===== src/verilog/nisl_cfg.svh =====
`ifndef NISL_CFG_SVH
`define NISL_CFG_SVH
// register byte offsets
`define NISL_OFS_CTRL 8'h00
`define NISL_OFS_STAT 8'h04
`define NISL_OFS_CLR 8'h08
// control register field positions
`define NISL_CTL_HW 0
`define NISL_CTL_RX 1
`define NISL_CTL_MARK 2
`define NISL_CTL_TX 3
`define NISL_CTL_SER 4
`define NISL_CTL_EXP 5
`define NISL_MASK_W 6
`define NISL_MASK_RST 6'h3f
// clear register field positions
`define NISL_CLR_PAR 0
`define NISL_CLR_BUS 1
// status register field positions
`define NISL_ST_RXHALF 0
`define NISL_ST_TXHALF 1
`define NISL_ST_RXFULL 2
`define NISL_ST_MARK 3
`define NISL_ST_PARIRQ 4
`define NISL_ST_BUSTO 5
`define NISL_ST_PARLAT 6
`define NISL_ST_SER 7
`define NISL_ST_EXP 8
`define NISL_ST_RAW 9
`define NISL_ST_CPU 10
`define NISL_ST_RXIRQ 11
`define NISL_ST_TXIRQ 12
// widths and counts
`define NISL_DAT_W 32
`define NISL_ADR_W 8
`define NISL_WDOG_W 16
`define NISL_WDOG_CYCLES 16'h0100
`define NISL_MARK_W 8
`define NISL_PAR_BYTES 8
`endif


===== src/verilog/nisl_pkg.sv =====
`include "nisl_cfg.svh"
package nisl_pkg;
   typedef struct packed {
      logic ack;
      logic [`NISL_DAT_W-1:0] dat;
      logic [`NISL_MASK_W-1:0] mask;
      logic rx_half_latched;
      logic tx_half_latched;
      logic rx_full_latched;
      logic parity_detect_latched;
      logic parity_err_irq;
      logic bus_timeout_flag;
      logic [`NISL_WDOG_W-1:0] wdog_cnt;
      logic irq_sync1;
      logic irq_sync2;
   } nisl_state_t;

   typedef struct packed {
      logic [`NISL_MARK_W-1:0] cnt;
      logic has_message;
   } nisl_cnt_state_t;
endpackage


===== src/verilog/nisl_top.sv =====
// The register offsets and the Wishbone slave port were left to the implementer.
`timescale 1ns/1ps
`default_nettype none
`include "nisl_cfg.svh"
module nisl_top #(
   parameter logic [`NISL_WDOG_W-1:0] WDOG_CYCLES = `NISL_WDOG_CYCLES,
   parameter int MARK_W = `NISL_MARK_W
) (
   input wire logic clk_i,
   input wire logic rst_i,
   input wire logic ce_i,
   input wire logic wb_cyc_i,
   input wire logic wb_stb_i,
   input wire logic wb_we_i,
   input wire logic [`NISL_ADR_W-1:0] wb_adr_i,
   input wire logic [3:0] wb_sel_i,
   input wire logic [`NISL_DAT_W-1:0] wb_dat_i,
   output logic [`NISL_DAT_W-1:0] wb_dat_o,
   output logic wb_ack_o,
   input wire logic rx_half_i,
   input wire logic rx_full_i,
   input wire logic tx_half_i,
   input wire logic dram_rd_done_i,
   input wire logic [`NISL_PAR_BYTES-1:0] byte_parity_ok_i,
   input wire logic bus_busy_i,
   input wire logic marker_count_enable_i,
   input wire logic marker_count_dir_i,
   input wire logic network_module_irq_i,
   input wire logic mgmt_unit_irq_n_i,
   input wire logic expansion_irq_i,
   output logic cpu_irq_synced_o
);
   localparam nisl_pkg::nisl_state_t RST_STATE = '{
      ack: 1'b0,
      dat: '0,
      mask: `NISL_MASK_RST,
      rx_half_latched: 1'b0,
      tx_half_latched: 1'b0,
      rx_full_latched: 1'b0,
      parity_detect_latched: 1'b0,
      parity_err_irq: 1'b0,
      bus_timeout_flag: 1'b0,
      wdog_cnt: '0,
      irq_sync1: 1'b0,
      irq_sync2: 1'b0
   };

   nisl_pkg::nisl_state_t state_ff;
   nisl_pkg::nisl_state_t nxt_state;

   logic marker_in_rx_fifo;
   logic parity_error_detect;
   logic serial_irq;
   logic rx_level_irq;
   logic tx_level_irq;
   logic timeout_interval_carry;
   logic combined_irq_raw;
   logic bus_req;
   logic bus_commit;
   logic ctl_sel;
   logic clr_sel;
   logic parity_clear_strobe;
   logic bus_timeout_clear;
   logic [`NISL_DAT_W-1:0] status_word;

   // source passes only while its mask bit is clear
   function automatic logic gate(input logic src, input logic mask_bit);
      gate = src & ~mask_bit;
   endfunction

   nisl_marker_counter #(
      .CNT_W(MARK_W)
   ) u_marker_counter (
      .clk_i(clk_i),
      .rst_i(rst_i),
      .ce_i(ce_i),
      .marker_count_enable_i(marker_count_enable_i),
      .marker_count_dir_i(marker_count_dir_i),
      .has_message_o(marker_in_rx_fifo)
   );

   // any failing byte on a finished read
   assign parity_error_detect = dram_rd_done_i & ~(&byte_parity_ok_i);

   // management input is active low
   assign serial_irq = network_module_irq_i | ~mgmt_unit_irq_n_i;

   assign rx_level_irq = state_ff.rx_half_latched | marker_in_rx_fifo;
   assign tx_level_irq = ~state_ff.tx_half_latched;

   assign timeout_interval_carry = bus_busy_i &&
      (state_ff.wdog_cnt == WDOG_CYCLES - 1'b1);

   // marker term carries both the rx and the marker masks
   assign combined_irq_raw =
      gate(state_ff.rx_half_latched, state_ff.mask[`NISL_CTL_RX]) |
      gate(gate(marker_in_rx_fifo, state_ff.mask[`NISL_CTL_RX]),
           state_ff.mask[`NISL_CTL_MARK]) |
      gate(tx_level_irq, state_ff.mask[`NISL_CTL_TX]) |
      gate(state_ff.parity_err_irq, state_ff.mask[`NISL_CTL_HW]) |
      gate(state_ff.bus_timeout_flag, state_ff.mask[`NISL_CTL_HW]) |
      gate(serial_irq, state_ff.mask[`NISL_CTL_SER]) |
      gate(expansion_irq_i, state_ff.mask[`NISL_CTL_EXP]);

   // bus request is answered one edge later; writes land on the edge
   // where the master sees ack; a request held past ack is acked and written again every second edge
   assign bus_req = wb_cyc_i & wb_stb_i;
   assign bus_commit = bus_req & state_ff.ack & wb_we_i;
   assign ctl_sel = (wb_adr_i == `NISL_OFS_CTRL);
   assign clr_sel = (wb_adr_i == `NISL_OFS_CLR);
   assign parity_clear_strobe = bus_commit & clr_sel & wb_sel_i[0] &
      wb_dat_i[`NISL_CLR_PAR];
   assign bus_timeout_clear = bus_commit & clr_sel & wb_sel_i[0] &
      wb_dat_i[`NISL_CLR_BUS];

   always_comb begin
      status_word = '0;
      status_word[`NISL_ST_RXHALF] = state_ff.rx_half_latched;
      status_word[`NISL_ST_TXHALF] = state_ff.tx_half_latched;
      status_word[`NISL_ST_RXFULL] = state_ff.rx_full_latched;
      status_word[`NISL_ST_MARK] = marker_in_rx_fifo;
      status_word[`NISL_ST_PARIRQ] = state_ff.parity_err_irq;
      status_word[`NISL_ST_BUSTO] = state_ff.bus_timeout_flag;
      status_word[`NISL_ST_PARLAT] = state_ff.parity_detect_latched;
      status_word[`NISL_ST_SER] = serial_irq;
      status_word[`NISL_ST_EXP] = expansion_irq_i;
      status_word[`NISL_ST_RAW] = combined_irq_raw;
      status_word[`NISL_ST_CPU] = state_ff.irq_sync2;
      status_word[`NISL_ST_RXIRQ] = rx_level_irq;
      status_word[`NISL_ST_TXIRQ] = tx_level_irq;
   end

   always_comb begin
      nxt_state = state_ff;

      // bus slave: ack drops the cycle after it is given
      nxt_state.ack = bus_req & ~state_ff.ack;
      if (bus_req && !state_ff.ack) begin
         unique case (wb_adr_i)
            `NISL_OFS_CTRL: nxt_state.dat = {{(`NISL_DAT_W-`NISL_MASK_W){1'b0}}, state_ff.mask};
            `NISL_OFS_STAT: nxt_state.dat = status_word;
            default: nxt_state.dat = '0;
         endcase
      end
      if (bus_commit && ctl_sel && wb_sel_i[0]) begin
         nxt_state.mask = wb_dat_i[`NISL_MASK_W-1:0];
      end

      // level flags sampled once per cycle
      nxt_state.rx_half_latched = rx_half_i;
      nxt_state.tx_half_latched = tx_half_i;
      nxt_state.rx_full_latched = rx_full_i;

      // only a clean finished read releases the detect latch
      if (parity_error_detect) begin
         nxt_state.parity_detect_latched = 1'b1;
      end else if (dram_rd_done_i) begin
         nxt_state.parity_detect_latched = 1'b0;
      end

      // a new error in the clearing cycle keeps the flag set
      nxt_state.parity_err_irq = parity_error_detect |
         (state_ff.parity_err_irq & ~parity_clear_strobe);

      // watchdog restarts whenever the bus goes idle
      if (!bus_busy_i || timeout_interval_carry) begin
         nxt_state.wdog_cnt = '0;
      end else begin
         nxt_state.wdog_cnt = state_ff.wdog_cnt + 1'b1;
      end
      nxt_state.bus_timeout_flag = timeout_interval_carry |
         (state_ff.bus_timeout_flag & ~bus_timeout_clear);

      // first stage feeds only the second
      nxt_state.irq_sync1 = combined_irq_raw;
      nxt_state.irq_sync2 = state_ff.irq_sync1;
   end

   always_ff @(posedge clk_i) begin
      if (rst_i) begin
         state_ff <= RST_STATE;
      end else if (ce_i) begin
         state_ff <= nxt_state;
      end
   end

   assign wb_dat_o = state_ff.dat;
   assign wb_ack_o = state_ff.ack;
   assign cpu_irq_synced_o = state_ff.irq_sync2;
endmodule
`default_nettype wire


===== src/verilog/nisl_marker_counter.sv =====
`timescale 1ns/1ps
`default_nettype none
`include "nisl_cfg.svh"
module nisl_marker_counter #(
   parameter int CNT_W = `NISL_MARK_W
) (
   input wire logic clk_i,
   input wire logic rst_i,
   input wire logic ce_i,
   input wire logic marker_count_enable_i,
   input wire logic marker_count_dir_i,
   output logic has_message_o
);
   nisl_pkg::nisl_cnt_state_t state_ff;
   nisl_pkg::nisl_cnt_state_t nxt_state;
   logic [CNT_W-1:0] cnt_max;

   assign cnt_max = {CNT_W{1'b1}};

   always_comb begin
      nxt_state = state_ff;
      // saturate both ways so a stray strobe cannot wrap the count
      if (marker_count_enable_i) begin
         if (marker_count_dir_i && state_ff.cnt != cnt_max) begin
            nxt_state.cnt = state_ff.cnt + 1'b1;
         end else if (!marker_count_dir_i && state_ff.cnt != '0) begin
            nxt_state.cnt = state_ff.cnt - 1'b1;
         end
      end
      nxt_state.has_message = (nxt_state.cnt != '0);
   end

   always_ff @(posedge clk_i) begin
      if (rst_i) begin
         state_ff <= '0;
      end else if (ce_i) begin
         state_ff <= nxt_state;
      end
   end

   assign has_message_o = state_ff.has_message;
endmodule
`default_nettype wire


===== config.mk =====
export PLATFORM = sky130hd
export DESIGN_NAME = nisl_top
export DESIGN_NICKNAME = d
export VERILOG_FILES = /design/src/verilog/nisl_pkg.sv /design/src/verilog/nisl_top.sv /design/src/verilog/nisl_marker_counter.sv
export VERILOG_INCLUDE_DIRS = /design/src /design/src/verilog
export SDC_FILE = /design/constraint.sdc
export NUM_CORES = 1
export LEC_CHECK = 0
export BUFFER_PORTS_ARGS = -buffer_cell sky130_fd_sc_hd__clkbuf_2
export CORE_UTILIZATION = 54
export CTS_CLUSTER_SIZE = 28
export DETAILED_ROUTE_END_ITERATION = 8
export GPL_ROUTABILITY_DRIVEN = 0
export HOLD_SLACK_MARGIN = 0.08
export PLACE_DENSITY_LB_ADDON = 0.12
export SLEW_MARGIN = 25
export SYNTH_ARGS = -nofsm -noshare
export SYNTH_HDL_FRONTEND = slang
export SYNTH_SLANG_ARGS = --single-unit

===== constraint.sdc =====
create_clock -name clk_i -period 4.3 [get_ports clk_i]
set_input_delay 0.215 -clock clk_i [delete_from_list [all_inputs] [get_ports clk_i]]
set_output_delay 0.215 -clock clk_i [all_outputs]
set_load 0.01 [all_outputs]

==> impl_metrics.ini, run 1 <==
[setup_path]
critPathArrivalTime_ps = 2330
cp-end-kind = flop
crit_type = flop to flop
required_ps = 4480
crit_path_start_kind = flop
crit_fanout = 8

[sta]
rsz0062_at_grt = no
period_needed_ps = 2150
finalHoldViolCount = 0
slew_violations = 0
hold_slack_ps = 148
final.setup.tns_ps = 0
fmax_ghz = 0.466
skew_ps = 10.1
slew_headroom_pct = 46.3
tightest_slew_ps = 802
finalSetupViolations = 0
period_share_pct = 49.9

[clock_tree]
post_cts_buffers = 0
cts_buffers = 5
clkLatencyLatePin_ps = 300
cts.repair.resized = 0
cts-root-buf = clkbuf_8
clkTransAtPathRegs_ps = 90
cts_tree = yes
clock-sinks = 53
clock_path_buffers = 2
hold_buffers = 0
cts_max_level = 2

[final_layout]
antennaDiodeCount = 0
regArea_mm2 = 0.00106
area_growth_pct = 5.39
drive_above_1_share_pct = 19.9
nNetsFinal = 444
multiInputGateArea_mm2 = 0.00153
fin_cells = 442
stdcell_area_mm2 = 0.00306
num-fill-cells = 511

[synthesis]
syn_area_per_cell_um2 = 8.43
synthSimpleGateAreaFrac_pct = 26.2
netlist_instances = 344
synth_area_leaders = dfxtp_1 37%, buf_4 8.8%, nor2_1 6.5%, xor2_1 4.5%, nand2_1 3.6%
async_flop_share_pct = 0
synth_top_cell_area_share_pct = 36.6
netlist_area_mm2 = 0.00290
synth_most_common_cell = dfxtp_1
synth_ff_type = dfxtp_1
synth.top_cells.by_count = 53 x dfxtp_1, 50 x nor2_1, 34 x buf_4
synth_seq_cells = 53
yosys.area.top_type = dfxtp_1
synth_top_family_by_area = simple AND/OR/NAND/NOR gates
ys_seq_area_share_pct = 36.6
synth-adder-area-share_pct = 1.73
synth-compound-area-share_pct = 12.9
synth_cell_types = 60
ys_warn_count = 0
synth_xor_area_share_pct = 6.65
synth_edf_count = 0
synth_mux_area_share_pct = 2.81

[detailed_routing]
wl_per_cell_um = 13.0
first_iter_violations = 75
num_vias = 2377
drc = 0
ant_nets = 0
vias_per_cell = 5.38
routed_wl_um = 5740
firstDrtPassIters = 4

[global_routing]
grt_max_degree = 41
grtUsageTotal_pct = 21.2
grt_pass1_wl_um = 9180
grt_antenna_before_repair = 0
gr-total-overflow = 0
grt_pass1_vias = 2003

[floorplan]
chipHeight_um = 75.3
start_util_pct = 56.4
core_mm2 = 0.00514
num_io_pins = 102
fp.dieW_um = 75.3
rows = 26
die_area_mm2 = 0.00567

[power_and_ir_drop]
power.total_uw = 930
power_density_mw_per_mm2 = 304
p_leak_nw = 1.25
ir_drop_uv = 218

[placement]
placed_cells = 435
place_area_mm2 = 0.00297
portBuffers = 53
hpwl_um = 4170

[run]
maxCapViolCount = 0

[worst_hold_path]
hp-class = primary input to flop

[run_status]
run_status = finished, final reports clean
## cell type report
type,count,area share [%]
clock buffer,6,2.70
clock inverter,1,0.246
inverter,6,0.737
multi-input combinational,253,50.0
sequential,53,34.7
tap,70,2.87
timing repair buffer,53,8.68
## cells in the final DEF (no fill, tap or decap), types with 2 or more instances in the layout
| cell | instances |
|---|---|
| xnor2_1 | 7 |
| nor2_1 | 50 |
| a221oi_1 | 6 |
| xor2_1 | 15 |
| clkbuf_2 | 53 |
| and4_1 | 2 |
| ha_1 | 4 |
| nand2b_1 | 3 |
| o21ai_0 | 2 |
| clkbuf_8 | 6 |
| conb_1 | 19 |
| nor3_1 | 13 |
| nand3_1 | 11 |
| nor4_1 | 4 |
| a31oi_1 | 2 |
| nor3b_1 | 2 |
| a21oi_1 | 15 |
| or3_1 | 2 |
| inv_1 | 6 |
| a211o_1 | 6 |
| nand3b_1 | 3 |
| nand2_1 | 28 |
| dfxtp_1 | 53 |
| and3_1 | 9 |
| nor2b_1 | 2 |
| a211oi_1 | 2 |
| a211oi_2 | 2 |
| mux2i_1 | 7 |
| nand4_1 | 10 |
## worst paths after layout
kind	to	cells after the start	slack (ps)	startpoint
worst min-delay path	state_ff[21]	3	150	rx_full_i
worst min register to register	wb_dat_o[11]	2	460	wb_dat_o[11]
worst max register to register	u_marker_counter.has_message_o	6	2150	u_marker_counter.state_ff[2]
worst max-delay path	u_marker_counter.has_message_o	6	2150	u_marker_counter.state_ff[2]
## per-layer routing
metal | GRT usage, % | part of all wire (%) | up-vias
met5 | 0 | 0 | -
met4 | 7.41 | 1.4 | 0
met3 | 4.42 | 4.8 | 9
met2 | 32.9 | 45 | 64
met1 | 29.2 | 49 | 1097
li1 | - | - | 1207
## cells by family (layout without fill, tap and decap cells)
family / Yosys count / count (layout)
flops: 53 / 53
fa+ha+maj: 4 / 4
compound gates: 50 / 50
other cells: 1 / 19
simple gates: 150 / 150
mux: 8 / 8
xor+xnor: 22 / 22
buf+inv: 56 / 66
## state kept, by name, indices dropped and copies added, names as in the netlist
signal and cells:
wb_ack_o 1, u_marker_counter.has_message_o 1, cpu_irq_synced_o 1, wb_dat_o 13, u_marker_counter.state_ff 8, state_ff 28, nxt_state 1
## power breakdown
group / switching [mW] / total [mW] / internal (mW)
clock: 0.155 / 0.282 / 0.128
combinational: 0.0700 / 0.126 / 0.0555
sequential: 0.0179 / 0.522 / 0.504
## per-stage QoR
stage               util [%]  setup slack (ps)
floorplan                  -              2420
global placement        57.7              2130
detailed placement      57.7              2140
CTS                     59.4              2180
global route            59.4              2050
finish                  59.4              2150
## worst max-delay path, cell delays in order, from the launching register on
cell	delay, ps
dfxtp_1	510
ha_1	280
nand3_1	140
o211a_1	320
or4_1	500
a211oi_2	190
a31oi_1	100
No activity file was read; power rests on OpenSTA's default activity.
==> inputs of run 2 (changes only) <==
--- a/config.mk
+++ b/config.mk
@@ -7,7 +7,7 @@
 export NUM_CORES = 1
 export LEC_CHECK = 0
 export BUFFER_PORTS_ARGS = -buffer_cell sky130_fd_sc_hd__clkbuf_2
-export CORE_UTILIZATION = 54
+export CORE_UTILIZATION = 45
 export CTS_CLUSTER_SIZE = 28
 export DETAILED_ROUTE_END_ITERATION = 8
 export GPL_ROUTABILITY_DRIVEN = 0
==> constraint.sdc (replaced) <==
create_clock -name clk_i -period 1.94 [get_ports clk_i]
set_input_delay 0.097 -clock clk_i [delete_from_list [all_inputs] [get_ports clk_i]]
set_output_delay 0.097 -clock clk_i [all_outputs]
set_load 0.01 [all_outputs]
==> run 2 against run 1 <==
  * Flip-flop and latch count did not move
  * Die area rose by 19%
  * Global-route usage fell by 2.2 points
  * Core utilization fell by 2.7 points
  * Via count rose by 5.0%
  * Critical path depth rose by 1
  * Register-to-register slack got worse by 2100 ps
  * Fmax rose by 13%
  * Sequential power rose by 120%
  * Power rose by 140%
  * Non-clock buffer count rose by 34
  * Critical path type unchanged
  * Largest cell class unchanged
  * Highest routed layer unchanged
==> impl_metrics.ini, run 2 (synthesis gave the netlist of run 1 again) <==
[run_status]
run_status = finished, final reports clean

[floorplan]
fp.dieW_um = 82.3
die_area_mm2 = 0.00677
core_mm2 = 0.00606
num_io_pins = 102
chipHeight_um = 82.3
start_util_pct = 47.8
rows = 28

[clock_tree]
clock-sinks = 53
clkTransAtPathRegs_ps = 90
clkLatencyLatePin_ps = 300
cts_tree = yes
cts_max_level = 2
cts_buffers = 5
clock_path_buffers = 2
cts-root-buf = clkbuf_8

[power_and_ir_drop]
p_leak_nw = 1.47
ir_drop_uv = 360
power_density_mw_per_mm2 = 658

[setup_path]
crit_path_end = u_marker_counter.has_message_o
cp-end-kind = flop
r2r_start = u_marker_counter.state_ff[2]
cp_slowest_cell = or4_4
rrSetupSlack_ps = 40
required_ps = 2130
rr_endpoint = u_marker_counter.has_message_o
crit_type = flop to flop
crit_fanout = 4
r2r_cells = 7
worstPathCellList = inv_1, ha_2, nor3b_4, a21oi_4, or4_4, a211oi_2, a31oi_1
critPathArrivalTime_ps = 2090
crit_path_max_incr_delay_ps = 430
crit_path_start_kind = flop
crit_start = u_marker_counter.state_ff[2]

[detailed_routing]
num_vias = 2496
ant_nets = 0
drc = 0
routed_wl_um = 6190
vias_per_cell = 5.19
wl_per_cell_um = 12.9
first_iter_violations = 97
firstDrtPassIters = 4

[sta]
finalHoldViolCount = 0
final.setup.tns_ps = 0
hold_slack_ps = 101
period_needed_ps = 1900
fmax_ghz = 0.526
worst_slack_ps = 39.4
slew_violations = 0
finalSetupViolations = 0
skew_ps = 5.04
period_share_pct = 98.0

[run]
maxCapViolCount = 0

[global_routing]
grt_max_degree = 21
grt_pass1_wl_um = 9830
grt_pass1_vias = 2140
grt_antenna_before_repair = 0
grtUsageTotal_pct = 19.0
gr-total-overflow = 0

[placement]
portBuffers = 53
post-place-ws_ps = -57.9
hpwl_um = 4580
place_area_mm2 = 0.00318

[worst_hold_path]
hp-class = primary input to flop

[final_layout]
nNetsFinal = 478
num-fill-cells = 556
top_register = state_ff
final_cell_mix = 53 x clkbuf_2, 50 x dfxtp_1, 49 x nor2_1
antennaDiodeCount = 0
largest_reg_flops = 28
area_growth_pct = 18.6
stdcell_area_mm2 = 0.00344
final_common_cell = clkbuf_2
fin_util_pct = 56.7
drive_above_1_share_pct = 28.8
run 2: cell count changes in the layout (fill, tap and decap cells not counted), moves of 2 or more:
cell,delta
dfxtp_4,+2
buf_4,+28
ha_2,+2
dlygate4sd3_1,+5
ha_1,-2
dfxtp_1,-3
run 2: routing by layer:
metal,wire [um],global-route usage [%],up-vias
li1,-,-,1265
met1,3050,26.6,1167
met2,2850,29.5,60
met3,252,3.85,4
met4,40,5.09,0
met5,0,0,-
run 2: area by class of cell:
class / count / area, um2 / share of cell area, %
clock inverter: 2 / 35.0 / 1.02
inverter: 6 / 22.5 / 0.655
multi-input combinational: 253 / 1600 / 46.6
tap: 75 / 93.8 / 2.73
clock buffer: 5 / 68.8 / 2.00
timing repair buffer: 87 / 546 / 15.9
sequential: 53 / 1070 / 31.1
run 2: per-stage QoR:
stage	total power [mW]	std cells
CTS	2.24	478
floorplan	1.42	362
detailed placement	1.51	466
finish	2.26	481
global placement	1.51	466
global route	2.37	481
run 2: how the worst min path moves through the flow:
stage,start,end,slack (ps),depth (start not counted)
floorplan,rx_full_i,state_ff[21],240,2
global placement,rst_i,u_marker_counter.state_ff[1],320,2
detailed placement,rst_i,u_marker_counter.state_ff[1],340,2
CTS,wb_dat_i[0],state_ff[19],90,4
global route,wb_dat_i[3],state_ff[27],130,3
finish,wb_dat_i[0],state_ff[19],100,4
run 2: repair_timing:
item	in CTS	in global routing
gates cloned	0	0
resized for setup	2	18
hold buffers	5	0
setup endpoints to repair	1	2
hold endpoints to repair	6	0
pin swaps	0	10
buffers inserted	0	3
run 2: critical path, delay by kind of cell, from the launching register on:
family | cells | cell delay, ps
compound gates | 3 | 440
fa+ha+maj | 1 | 170
buf+inv | 1 | 80
flops | 1 | 370
simple gates | 2 | 730
run 2: power by group:
part / leakage [nW] / switching [mW] / total (mW) / internal, mW
logic: 0.982 / 0.191 / 0.387 / 0.196
registers: 0.432 / 0.0362 / 1.15 / 1.12
clock network: 0.0540 / 0.345 / 0.721 / 0.376
